==> config.mk <==
export PLATFORM = sky130hd
export DESIGN_NAME = irq_mask_top
export DESIGN_NICKNAME = d
export VERILOG_FILES = /design/src/irq_mask_pkg.sv /design/src/edge_if.sv /design/src/port_edge_detect.sv /design/src/status_clear_seq.sv /design/src/irq_mask_top.sv
export SDC_FILE = /design/constraint.sdc
export NUM_CORES = 1
export LEC_CHECK = 0
export ABC_AREA = 1
export BUFFER_PORTS_ARGS = -buffer_cell sky130_fd_sc_hd__clkbuf_2
export CAP_MARGIN = 20
export CORE_MARGIN = 4
export CORE_UTILIZATION = 58
export CTS_CLUSTER_DIAMETER = 80
export DETAILED_ROUTE_END_ITERATION = 6
export PLACE_DENSITY = 0.9
export SLEW_MARGIN = 40
export SYNTH_ARGS = -nofsm -noshare
export SYNTH_HDL_FRONTEND = slang
export SYNTH_SLANG_ARGS = --single-unit
==> constraint.sdc <==
create_clock -name CLK_I -period 5.8 [get_ports CLK_I]
set_clock_uncertainty 0.2 [all_clocks]
set_input_delay 0.58 -clock CLK_I [delete_from_list [all_inputs] [get_ports CLK_I]]
set_output_delay 0.58 -clock CLK_I [all_outputs]
set_load 0.02 [all_outputs]
==> src/irq_mask_pkg.sv <==
`default_nettype none
package irq_mask_pkg;
  // Register data width and port count
  localparam int unsigned REG_W = 16;
  localparam int unsigned NUM_PORTS = 12;
  localparam int unsigned TEMP_BITS = 3;

  // Register indices on the register access port
  localparam logic [2:0] IDX_SOURCE_MASK = 3'h0;
  localparam logic [2:0] IDX_MODE_LOW = 3'h1;
  localparam logic [2:0] IDX_MODE_HIGH = 3'h2;
  localparam logic [2:0] IDX_STATUS_LOW = 3'h3;
  localparam logic [2:0] IDX_STATUS_HIGH = 3'h4;

  // Field positions inside the source mask register
  localparam int unsigned POS_SWEEP_END = 0;
  localparam int unsigned POS_CONV_READY = 1;
  localparam int unsigned POS_CONV_MISSED = 2;
  localparam int unsigned POS_EVT_READY = 3;
  localparam int unsigned POS_EVT_MISSED = 4;
  localparam int unsigned POS_OVERCURRENT = 5;
  localparam int unsigned POS_CORE_TEMP = 6;
  localparam int unsigned POS_REMOTE_A = 9;
  localparam int unsigned POS_REMOTE_B = 12;
  localparam int unsigned POS_HV_SUPPLY = 15;

  // Mode field positions: ports 0-5 in the low register from bit 4,
  // ports 6-10 in the high register from bit 6, port 11 at bit 0
  localparam int unsigned MODE_LOW_BASE = 4;
  localparam int unsigned MODE_HIGH_BASE = 6;
  localparam int unsigned MODE_P11_BASE = 0;
  localparam int unsigned LOW_PORTS = 6;

  // Writable bits; reserved bits read as zero
  localparam logic [15:0] MODE_LOW_WMASK = 16'hFFF0;
  localparam logic [15:0] MODE_HIGH_WMASK = 16'hFFC3;

  // Values after reset
  localparam logic [15:0] SOURCE_MASK_RESET = 16'hFFFF;
  localparam logic [15:0] MODE_RESET = 16'h0000;

  // Edge mode codes
  localparam logic [1:0] EDGE_NONE = 2'h0;
  localparam logic [1:0] EDGE_RISE = 2'h1;
  localparam logic [1:0] EDGE_FALL = 2'h2;
  localparam logic [1:0] EDGE_BOTH = 2'h3;

  // Continuous-sweep pulse length
  localparam int unsigned CLK_PERIOD_NS = 10;
  localparam int unsigned SWEEP_PULSE_NS = 100;
  localparam int unsigned SWEEP_PULSE_CYCLES =
    (SWEEP_PULSE_NS + CLK_PERIOD_NS - 1) / CLK_PERIOD_NS;
  localparam int unsigned PULSE_CNT_W = 4;

  // Clear sequence states
  typedef enum logic [1:0] {
    SEQ_IDLE = 2'b01,
    SEQ_ARMED = 2'b10
  } seq_state_type;
endpackage
`default_nettype wire

==> src/edge_if.sv <==
`default_nettype none
interface edge_if;
  logic [11:0] pin_level;
  logic [23:0] mode;
  logic [11:0] evt;
  modport det (input pin_level, input mode, output evt);
  modport ctl (output pin_level, output mode, input evt);
endinterface
`default_nettype wire

==> src/port_edge_detect.sv <==
`default_nettype none
module port_edge_detect (
  input wire logic clk_i,
  input wire logic rst_n_i,
  edge_if.det bus
);
  logic [11:0] sync1_r;
  logic [11:0] sync2_r;
  logic [11:0] sync3_r;
  logic [11:0] stable_r;
  logic [11:0] evt_r;

  // Three-stage synchroniser; first stage feeds only the second
  always_ff @(posedge clk_i or negedge rst_n_i) begin
    if (!rst_n_i) begin
      sync1_r <= 12'h000;
      sync2_r <= 12'h000;
      sync3_r <= 12'h000;
    end else begin
      sync1_r <= bus.pin_level;
      sync2_r <= sync1_r;
      sync3_r <= sync2_r;
    end
  end

  // A level change counts only once stages two and three agree
  always_ff @(posedge clk_i or negedge rst_n_i) begin
    if (!rst_n_i) begin
      stable_r <= 12'h000;
    end else begin
      for (int i = 0; i < 12; i++) begin
        if (sync2_r[i] == sync3_r[i]) begin
          stable_r[i] <= sync3_r[i];
        end
      end
    end
  end

  always_ff @(posedge clk_i or negedge rst_n_i) begin
    if (!rst_n_i) begin
      evt_r <= 12'h000;
    end else begin
      for (int i = 0; i < 12; i++) begin
        logic rise;
        logic fall;
        rise = 1'b0;
        fall = 1'b0;
        rise = (sync2_r[i] == sync3_r[i]) && sync3_r[i] && !stable_r[i];
        fall = (sync2_r[i] == sync3_r[i]) && !sync3_r[i] && stable_r[i];
        unique case (bus.mode[2*i +: 2])
          irq_mask_pkg::EDGE_NONE: evt_r[i] <= 1'b0;
          irq_mask_pkg::EDGE_RISE: evt_r[i] <= rise;
          irq_mask_pkg::EDGE_FALL: evt_r[i] <= fall;
          irq_mask_pkg::EDGE_BOTH: evt_r[i] <= rise | fall;
        endcase
      end
    end
  end

  assign bus.evt = evt_r;
endmodule
`default_nettype wire

==> src/status_clear_seq.sv <==
`default_nettype none
module status_clear_seq (
  input wire logic clk_i,
  input wire logic rst_n_i,
  input wire logic int_reg_read_i,
  input wire logic status_low_read_i,
  input wire logic status_high_read_i,
  output logic clear_o
);
  irq_mask_pkg::seq_state_type state_r;
  logic got_low_r;
  logic got_high_r;
  logic clear_r;
  logic low_seen;
  logic high_seen;

  assign low_seen = got_low_r | status_low_read_i;
  assign high_seen = got_high_r | status_high_read_i;

  // Interrupt register read arms; both status reads then clear
  always_ff @(posedge clk_i or negedge rst_n_i) begin
    if (!rst_n_i) begin
      state_r <= irq_mask_pkg::SEQ_IDLE;
      got_low_r <= 1'b0;
      got_high_r <= 1'b0;
      clear_r <= 1'b0;
    end else begin
      clear_r <= 1'b0;
      unique case (state_r)
        irq_mask_pkg::SEQ_IDLE: begin
          got_low_r <= 1'b0;
          got_high_r <= 1'b0;
          if (int_reg_read_i) begin
            state_r <= irq_mask_pkg::SEQ_ARMED;
          end
        end
        irq_mask_pkg::SEQ_ARMED: begin
          if (int_reg_read_i) begin
            // A fresh interrupt read restarts the sequence
            got_low_r <= 1'b0;
            got_high_r <= 1'b0;
          end else if (low_seen && high_seen) begin
            clear_r <= 1'b1;
            state_r <= irq_mask_pkg::SEQ_IDLE;
          end else begin
            got_low_r <= low_seen;
            got_high_r <= high_seen;
          end
        end
        default: begin
          state_r <= irq_mask_pkg::SEQ_IDLE;
        end
      endcase
    end
  end

  assign clear_o = clear_r;
endmodule
`default_nettype wire

==> src/irq_mask_top.sv <==
`default_nettype none
module irq_mask_top (
  // Clock and reset
  input wire logic CLK_I,
  input wire logic ARST_N_I,
  // Register access from the serial interface
  input wire logic [2:0] REG_SEL_I,
  input wire logic REG_WR_I,
  input wire logic REG_RD_I,
  input wire logic [15:0] REG_WDATA_I,
  input wire logic INT_REG_READ_I,
  output logic [15:0] REG_RDATA_O,
  output logic REG_RVALID_O,
  // Interrupt sources from the rest of the device
  input wire logic SWEEP_END_FLAG_I,
  input wire logic CONVERSION_READY_FLAG_I,
  input wire logic CONVERSION_MISSED_FLAG_I,
  input wire logic DRIVER_OVERCURRENT_FLAG_I,
  input wire logic [2:0] CORE_TEMP_ALARM_BITS_I,
  input wire logic [2:0] REMOTE_TEMP_A_ALARM_BITS_I,
  input wire logic [2:0] REMOTE_TEMP_B_ALARM_BITS_I,
  input wire logic HV_SUPPLY_ALARM_FLAG_I,
  // Sweep timing from the converter sequencer
  input wire logic CONT_SWEEP_MODE_I,
  input wire logic SWEEP_DONE_I,
  // Input port pins
  input wire logic [11:0] PORT_LEVEL_I,
  // Event flags towards the interrupt register
  output logic INPUT_EVENT_READY_FLAG_O,
  output logic INPUT_EVENT_MISSED_FLAG_O,
  // Interrupt line
  output logic INT_N_O
);
  logic rst_meta_r;
  logic rst_n_r;
  logic [15:0] source_mask_r;
  logic [15:0] mode_low_r;
  logic [15:0] mode_high_r;
  logic [11:0] port_event_status_r;
  logic [11:0] port_event_status_nxt;
  logic evt_missed_r;
  logic [15:0] rdata_r;
  logic rvalid_r;
  logic [3:0] pulse_cnt_r;
  logic int_n_r;
  logic status_clear;
  logic [11:0] port_evt;
  logic [23:0] port_edge_mode;
  logic [15:0] mask_wr_val;
  logic [15:0] pending;
  logic rd_status_low;
  logic rd_status_high;
  logic wr_mask;
  logic wr_mode_low;
  logic wr_mode_high;

  edge_if edge_bus ();

  // Reset is released through two flip-flops
  always_ff @(posedge CLK_I or negedge ARST_N_I) begin
    if (!ARST_N_I) begin
      rst_meta_r <= 1'b0;
      rst_n_r <= 1'b0;
    end else begin
      rst_meta_r <= 1'b1;
      rst_n_r <= rst_meta_r;
    end
  end

  // Gathers a port's 2-bit mode from the two mode registers
  function automatic logic [1:0] mode_of(input int unsigned port,
                                         input logic [15:0] lo,
                                         input logic [15:0] hi);
    int unsigned pos;
    pos = 0;
    if (port < irq_mask_pkg::LOW_PORTS) begin
      pos = irq_mask_pkg::MODE_LOW_BASE + 2 * port;
      return lo[pos +: 2];
    end else if (port < irq_mask_pkg::NUM_PORTS - 1) begin
      pos = irq_mask_pkg::MODE_HIGH_BASE
            + 2 * (port - irq_mask_pkg::LOW_PORTS);
      return hi[pos +: 2];
    end
    return hi[irq_mask_pkg::MODE_P11_BASE +: 2];
  endfunction

  // True when a strobe addresses the given register index
  function automatic logic reg_hit(input logic strobe,
                                   input logic [2:0] sel,
                                   input logic [2:0] idx);
    return strobe && (sel == idx);
  endfunction

  always_comb begin
    for (int i = 0; i < 12; i++) begin
      port_edge_mode[2*i +: 2] = mode_of(i, mode_low_r, mode_high_r);
    end
  end

  assign edge_bus.pin_level = PORT_LEVEL_I;
  assign edge_bus.mode = port_edge_mode;
  assign port_evt = edge_bus.evt;

  port_edge_detect u_edge (
    .clk_i (CLK_I),
    .rst_n_i (rst_n_r),
    .bus (edge_bus.det)
  );

  // Register strobe decode
  assign rd_status_low = reg_hit(REG_RD_I, REG_SEL_I,
                                 irq_mask_pkg::IDX_STATUS_LOW);
  assign rd_status_high = reg_hit(REG_RD_I, REG_SEL_I,
                                  irq_mask_pkg::IDX_STATUS_HIGH);
  assign wr_mask = reg_hit(REG_WR_I, REG_SEL_I,
                           irq_mask_pkg::IDX_SOURCE_MASK);
  assign wr_mode_low = reg_hit(REG_WR_I, REG_SEL_I,
                               irq_mask_pkg::IDX_MODE_LOW);
  assign wr_mode_high = reg_hit(REG_WR_I, REG_SEL_I,
                                irq_mask_pkg::IDX_MODE_HIGH);

  status_clear_seq u_clear (
    .clk_i (CLK_I),
    .rst_n_i (rst_n_r),
    .int_reg_read_i (INT_REG_READ_I),
    .status_low_read_i (rd_status_low),
    .status_high_read_i (rd_status_high),
    .clear_o (status_clear)
  );

  // The event-missed mask may only drop in a write that also unmasks event-ready
  always_comb begin
    mask_wr_val = REG_WDATA_I;
    if (REG_WDATA_I[irq_mask_pkg::POS_EVT_READY] &&
        source_mask_r[irq_mask_pkg::POS_EVT_MISSED]) begin
      mask_wr_val[irq_mask_pkg::POS_EVT_MISSED] = 1'b1;
    end
  end

  always_ff @(posedge CLK_I or negedge rst_n_r) begin
    if (!rst_n_r) begin
      source_mask_r <= irq_mask_pkg::SOURCE_MASK_RESET;
    end else if (wr_mask) begin
      source_mask_r <= mask_wr_val;
    end
  end

  always_ff @(posedge CLK_I or negedge rst_n_r) begin
    if (!rst_n_r) begin
      mode_low_r <= irq_mask_pkg::MODE_RESET;
    end else if (wr_mode_low) begin
      mode_low_r <= REG_WDATA_I & irq_mask_pkg::MODE_LOW_WMASK;
    end
  end

  always_ff @(posedge CLK_I or negedge rst_n_r) begin
    if (!rst_n_r) begin
      mode_high_r <= irq_mask_pkg::MODE_RESET;
    end else if (wr_mode_high) begin
      mode_high_r <= REG_WDATA_I & irq_mask_pkg::MODE_HIGH_WMASK;
    end
  end

  // Detection is never gated by any mask; a new event beats the clear
  always_comb begin
    port_event_status_nxt = port_event_status_r;
    if (status_clear) begin
      port_event_status_nxt = 12'h000;
    end
    port_event_status_nxt = port_event_status_nxt | port_evt;
  end

  always_ff @(posedge CLK_I or negedge rst_n_r) begin
    if (!rst_n_r) begin
      port_event_status_r <= 12'h000;
    end else begin
      port_event_status_r <= port_event_status_nxt;
    end
  end

  // An event on a port whose status is still pending is a missed event
  always_ff @(posedge CLK_I or negedge rst_n_r) begin
    if (!rst_n_r) begin
      evt_missed_r <= 1'b0;
    end else if (|(port_evt & port_event_status_r)) begin
      evt_missed_r <= 1'b1;
    end else if (status_clear) begin
      evt_missed_r <= 1'b0;
    end
  end

  // Flags leave registered so the interrupt register sees clean levels
  always_ff @(posedge CLK_I or negedge rst_n_r) begin
    if (!rst_n_r) begin
      INPUT_EVENT_READY_FLAG_O <= 1'b0;
    end else begin
      INPUT_EVENT_READY_FLAG_O <= |port_event_status_r;
    end
  end

  always_ff @(posedge CLK_I or negedge rst_n_r) begin
    if (!rst_n_r) begin
      INPUT_EVENT_MISSED_FLAG_O <= 1'b0;
    end else begin
      INPUT_EVENT_MISSED_FLAG_O <= evt_missed_r;
    end
  end

  // Register reads answer one cycle after the strobe
  always_ff @(posedge CLK_I or negedge rst_n_r) begin
    if (!rst_n_r) begin
      rvalid_r <= 1'b0;
    end else begin
      rvalid_r <= REG_RD_I;
    end
  end

  // Read data holds until the next read
  always_ff @(posedge CLK_I or negedge rst_n_r) begin
    if (!rst_n_r) begin
      rdata_r <= 16'h0000;
    end else begin
      if (REG_RD_I) begin
        unique case (REG_SEL_I)
          irq_mask_pkg::IDX_SOURCE_MASK: rdata_r <= source_mask_r;
          irq_mask_pkg::IDX_MODE_LOW: rdata_r <= mode_low_r;
          irq_mask_pkg::IDX_MODE_HIGH: rdata_r <= mode_high_r;
          irq_mask_pkg::IDX_STATUS_LOW:
            rdata_r <= {port_event_status_r[10:6], 3'h0,
                        port_event_status_r[5:0], 2'h0};
          irq_mask_pkg::IDX_STATUS_HIGH:
            rdata_r <= {15'h0000, port_event_status_r[11]};
          default: rdata_r <= 16'h0000;
        endcase
      end
    end
  end

  assign REG_RDATA_O = rdata_r;
  assign REG_RVALID_O = rvalid_r;

  // Continuous-sweep pulse runs on its own, independent of the flag
  always_ff @(posedge CLK_I or negedge rst_n_r) begin
    if (!rst_n_r) begin
      pulse_cnt_r <= 4'h0;
    end else if (CONT_SWEEP_MODE_I && SWEEP_DONE_I &&
                 !source_mask_r[irq_mask_pkg::POS_SWEEP_END]) begin
      pulse_cnt_r <= irq_mask_pkg::PULSE_CNT_W'(
                       irq_mask_pkg::SWEEP_PULSE_CYCLES);
    end else if (pulse_cnt_r != 4'h0) begin
      pulse_cnt_r <= pulse_cnt_r - 4'h1;
    end
  end

  // Each source sits at its mask bit; a set mask bit blocks it
  always_comb begin
    pending = 16'h0000;
    pending[irq_mask_pkg::POS_SWEEP_END] = SWEEP_END_FLAG_I;
    pending[irq_mask_pkg::POS_CONV_READY] = CONVERSION_READY_FLAG_I;
    pending[irq_mask_pkg::POS_CONV_MISSED] =
      CONVERSION_MISSED_FLAG_I;
    pending[irq_mask_pkg::POS_EVT_READY] = |port_event_status_r;
    pending[irq_mask_pkg::POS_EVT_MISSED] = evt_missed_r;
    pending[irq_mask_pkg::POS_OVERCURRENT] =
      DRIVER_OVERCURRENT_FLAG_I;
    pending[irq_mask_pkg::POS_CORE_TEMP +: 3] =
      CORE_TEMP_ALARM_BITS_I;
    pending[irq_mask_pkg::POS_REMOTE_A +: 3] =
      REMOTE_TEMP_A_ALARM_BITS_I;
    pending[irq_mask_pkg::POS_REMOTE_B +: 3] =
      REMOTE_TEMP_B_ALARM_BITS_I;
    pending[irq_mask_pkg::POS_HV_SUPPLY] = HV_SUPPLY_ALARM_FLAG_I;
  end

  // Registered so the line cannot glitch; costs one cycle of latency
  always_ff @(posedge CLK_I or negedge rst_n_r) begin
    if (!rst_n_r) begin
      int_n_r <= 1'b1;
    end else begin
      int_n_r <= !(|(pending & ~source_mask_r) ||
                   pulse_cnt_r != 4'h0);
    end
  end

  assign INT_N_O = int_n_r;
endmodule
`default_nettype wire

-- After elaboration in Yosys (flattened, before gate mapping)
Index checks and enable logic that the tools add are counted.
- $add $sub $neg: 1
- $mul: 0
- divide/modulo/power cells: 0
- order comparisons: 0
- eq/ne operators: 58
- shifts and indexed selects: 0
- muxes and demuxes: 32
- bitwise logic cells: 18
- reductions and logical operators: 106
- operators with widths (operator ; number):
    $pmux W16 S5 ; 1
    $logic_and A1 B1 Y1 ; 57
    $eq A2 B2 Y1 const B ; 25
    $pmux W1 S4 ; 12
    $eq A2 B1 Y1 const B ; 13
    $logic_not A1 Y1 ; 26
    $logic_not A2 Y1 ; 12
    $reduce_or A12 Y1 ; 2
    $and A16 B16 Y16 ; 1
    $not A16 Y16 ; 1
    $reduce_or A16 Y1 ; 1
    $or A1 B1 Y1 ; 14
    $and A12 B12 Y12 ; 1
    $eq A1 B1 Y1 ; 12
    $mux W12 ; 1
    $or A12 B12 Y12 ; 1
    $mux W1 ; 10
    $mux W4 ; 2
    $eq A3 B2 Y1 const B ; 2
    $mux W2 ; 3
    $reduce_bool A2 Y1 ; 3
    $ne A2 B2 Y1 const B ; 2
    $pmux W1 S2 ; 2
    $pmux W2 S2 ; 1
    other kinds (10) ; 10
- register bits: 144
- latch bits: 0
- bits in writable memories: 0
- memory bits (read-only): 0
- input port bits: 52
- output and inout bits: 20
- word-level logic and storage cells: 248
- memories: 0

-- Logic depth before layout (Yosys ltp)
- depth after elaboration: 7
- mapped depth: 8

-- Hierarchy
A second synthesis with hierarchy kept.
- cells, all modules: 665
- area total of the unflattened synthesis: 6342.3 µm²
- modules (own cells, without submodules) (module ; instances ; cells an instance ; area each (µm²) ; seq. area each (µm²)):
    irq_mask_top ; 1 ; 454 ; 3778.6 ; 1998.2
    port_edge_detect ; 1 ; 180 ; 2312.2 ; 1501.4
    status_clear_seq ; 1 ; 31 ; 251.5 ; 126.4

-- Worst setup path before layout
No wires, ideal clock.
- path kind: in2reg
- start: input REG_SEL_I[2]
- end: register mode_low_r[7]
- setup time: 0.121 ns
- arrival: 1.252 ns
- required time: 5.479 ns
- slack: 4.227 ns
- stages on the path: 7
- buffers on the path: 1
- path through: inv_2 -> nand2_1 -> nor2_2 -> nand2_1 -> buf_2 -> nand2_1 -> o21ai_1
- cells in the longest elaborated chain, start to end: 2
- ends and longest elaborated chain (what ; line ; text):
    start, declared ; irq_mask_top.sv:7 ; input wire logic [2:0] REG_SEL_I,
    $eq A3 B1 Y1 ; irq_mask_top.sv:91 ; return strobe && (sel == idx);
    $logic_and A1 B1 Y1 ; irq_mask_top.sv:91 ;
    end signal, assigned ; irq_mask_top.sv:150 ; mode_low_r <= irq_mask_pkg::MODE_RESET;
    end signal, assigned ; irq_mask_top.sv:152 ; mode_low_r <= REG_WDATA_I & irq_mask_pkg::MODE_LOW_WMASK;
    end, declared ; irq_mask_top.sv:37 ; logic [15:0] mode_low_r;
Every way passes these cells.
A chain may end at the register's enable or synchronous reset.

-- Final worst setup path
- start: input REG_SEL_I[2]
- end: register mode_low_r[11]
Same word-level chain as after synthesis.

==> flow_metrics.tcl <==
set metrics [dict create \
    relSlewSlack_pct 47.9 \
    crit_path_frequent_cell "nand2_1" \
    setup_viol 0 \
    cts_tree "done" \
    hpwl_um 9550 \
    num-fill-cells 648 \
    fin_setup_tns_ns 0 \
    worstPathCellList "clkbuf_2, inv_2, nand2_1, nor2_2, nand2_1, nand2_1, o21ai_1" \
    clk_pin_slew_ns 0.06 \
    post_drt_wl_per_cell_um 16.4 \
    gr-total-overflow 0 \
    cpMaxStageDelayCell "nand2_1" \
    rsz0062_at_grt "no" \
    finalCritPeriodShare_pct 37.0 \
    first_global_vias 4919 \
    cts_resized 0 \
    firstDrtPassIters 7 \
    dieArea_sq_um 11900 \
    ant_nets 0 \
    cts-htree-levels 4 \
    ioPinCount 72 \
    ys_seq_area_share_pct 61.0 \
    core_region_area_sq_um 9860 \
    clk_latency_ns 0.53 \
    vias 4657 \
    avgSynthCellArea_sq_um 9.60 \
    cts_buffers 17 \
    syn_nets 698 \
    required_ns 5.97 \
    start_util_pct 60.2 \
    timing.reg2reg.setup_slack_ns 4.29 \
    hold_class "reg2async" \
    root_buffer "clkbuf_8" \
    cp_max_fo 24 \
    die_y_um 109 \
    post-cts-setup-buffers 0 \
    ys_ff_latch 144 \
    layout_setup_ws_ns 3.66 \
    drtIter0Drc 456 \
    mostFrequentLayoutCells "nand2_1, dfrtp_1, inv_1, clkbuf_2, o21ai_0" \
    finalCriticalPeriod_ns 2.14 \
    grt_usage_pct 25.5 \
    antenna_found_initial 0 \
    placed_area_sq_um 6410 \
    path_buf_inv 2 \
    p_per_area_nw_per_um2 376 \
    start_kind "input port" \
    drv_cap 0 \
    worst_slew_pin_slew_ns 0.779 \
    area_delta_synth_final_pct 20.2 \
    nets 790 \
    peakVddDrop_uv 202 \
    synth_cell_types 31 \
    worst_setup_path_end_kind "register" \
    fmax_ghz 0.467 \
    antennaDiodeCount 0 \
    place_ws_ns 3.19 \
    rows 36 \
    power_leakage_nw 3.70 \
    die_w_um 109 \
    wl_um 14000 \
    drt-vias-per-instance 5.43 \
    status "finished, final reports clean" \
    ys_warn_count 0 \
    critPathKind "in2reg" \
    worstPathArrival_ns 2.32 \
    hold_viol 0 \
    cp_top_family "simple AND/OR/NAND/NOR gates" \
    grt_max_degree 80 \
    cts.path.max_buffers 2 \
    final_cell_area_sq_um 7140 \
    slew_violations 0 \
    routabilityCongestion 0.883 \
    grt_first_pass_wirelength_um 22800 \
    drive_gt1_share_pct 18.0 \
    cts.sinks 144 \
    drc 0 \
    max_stage_delay_ns 0.64 \
    syn_inst 619 \
    layout_commonest_cell "nand2_1" \
    syn_area_sq_um 5940 \
    portBuffers 71 \
]
[path summary, 6_finish.rpt]
| kind | from | end | depth (start not counted) |
|---|---|---|---|
| worst max-delay path | REG_SEL_I[2] | mode_low_r[11]$_DFFE_PN0P_ | 7 |
| worst min-delay path | rst_n_r$_DFF_PN0_ | u_edge.stable_r[7]$_DFFE_PN0N_ | 0 |
| max in group asynchronous | rst_n_r$_DFF_PN0_ | port_event_status_r[9]$_DFF_PN0_ | 1 |
| worst max register to register | source_mask_r[8]$_DFFE_PN1P_ | INT_N_O$_DFF_PN1_ | 8 |
| worst min register to register | rst_n_r$_DFF_PN0_ | u_edge.stable_r[7]$_DFFE_PN0N_ | 0 |
| min in group CLK_I | REG_WDATA_I[5] | source_mask_r[5]$_DFFE_PN1P_ | 3 |
[cells in the mapped netlist, drive strengths merged]
cell type	number	area share [%]
a211oi	1	0.13
a21oi	29	2.4
buf	11	1.1
clkbuf	2	0.13
clkinv	1	0.063
conb	1	0.063
dfrtp	126	53
dfstp	18	8.0
ha	27	5.7
inv	90	5.7
nand2	173	11
nand3	14	1.2
nand4	8	0.84
nor2	16	1.1
nor3	2	0.17
nor4	1	0.11
o211ai	3	0.38
o21a	1	0.13
o21ai	82	6.9
o21bai	6	0.76
o221ai	2	0.29
o22ai	5	0.53
[timing repair]
item / in CTS / in global routing
endpoints found under the setup margin: 0 / 0
endpoints found under the hold margin: 14 / 0
hold buffers: 13 / 0
[cell type report]
type / instances / area [sq um] / share of cell area, %
sequential: 144 / 3630 / 50.8
tap: 133 / 166 / 2.33
inverter: 91 / 344 / 4.82
clock inverter: 11 / 138 / 1.93
timing repair buffer: 86 / 517 / 7.23
clock buffer: 21 / 449 / 6.29
multi-input combinational: 371 / 1900 / 26.6
[per-layer routing]
| metal | track usage, % | wire length (um) | up-vias |
|---|---|---|---|
| li1 | - | - | 2156 |
| met1 | 29.6 | 5320 | 2216 |
| met2 | 43.6 | 7110 | 241 |
| met3 | 7.28 | 1130 | 44 |
| met4 | 12.4 | 480 | 0 |
| met5 | 0 | 0 | - |
[kinds of logic (layout without fill, tap and decap cells)]
family | after synthesis | count (layout) | share of synthesized area, %
other | 1 | 1 | 0.0631
buffers and inverters | 104 | 209 | 7.01
AOI/OAI and AO/OA | 129 | 129 | 11.6
adders and majority gates | 27 | 27 | 5.69
and+or+nand+nor | 214 | 214 | 14.7
DFF | 144 | 144 | 61.0
[power breakdown]
group	internal [W]	switching, W
Sequential	0.00115	0.0000981
Clock	0.000674	0.000401
Combinational	0.000136	0.000229
Total	0.00196	0.000728
[metrics by stage]
stage | power, W | cells | utilization [%] | hold slack (ns)
2_1_floorplan | 0.00147 | 619 | - | 0.0844
3_3_place_gp | 0.00156 | 811 | 64.9 | 0.132
3_5_place_dp | 0.00160 | 811 | 64.9 | 0.135
4_1_cts | 0.00268 | 856 | 72.2 | 0.0626
5_1_grt | 0.00280 | 857 | 72.4 | 0.0595
6_report | 0.00269 | 857 | 72.4 | 0.0257
[sequential cells by signal, summed over array words and instances (netlist names), 2 cells and up]
register,flops
pulse_cnt_r,4
mode_high_r,12
REG_RDATA_O,16
u_edge.stable_r,12
u_clear.state_r,2
u_edge.sync3_r,12
u_edge.bus.evt,12
u_edge.sync2_r,12
u_edge.sync1_r,12
port_event_status_r,12
source_mask_r,16
mode_low_r,12
[worst register-to-register path: stages (launching register included)]
cell	delay, ns
dfstp_2	0.56
inv_1	0.05
nand2_1	0.05
o21ai_0	0.13
nor2_1	0.13
nand2_1	0.06
nor2_1	0.11
nand2_1	0.07
nor2_1	0.10
Power figures use the tool's default switching activity.
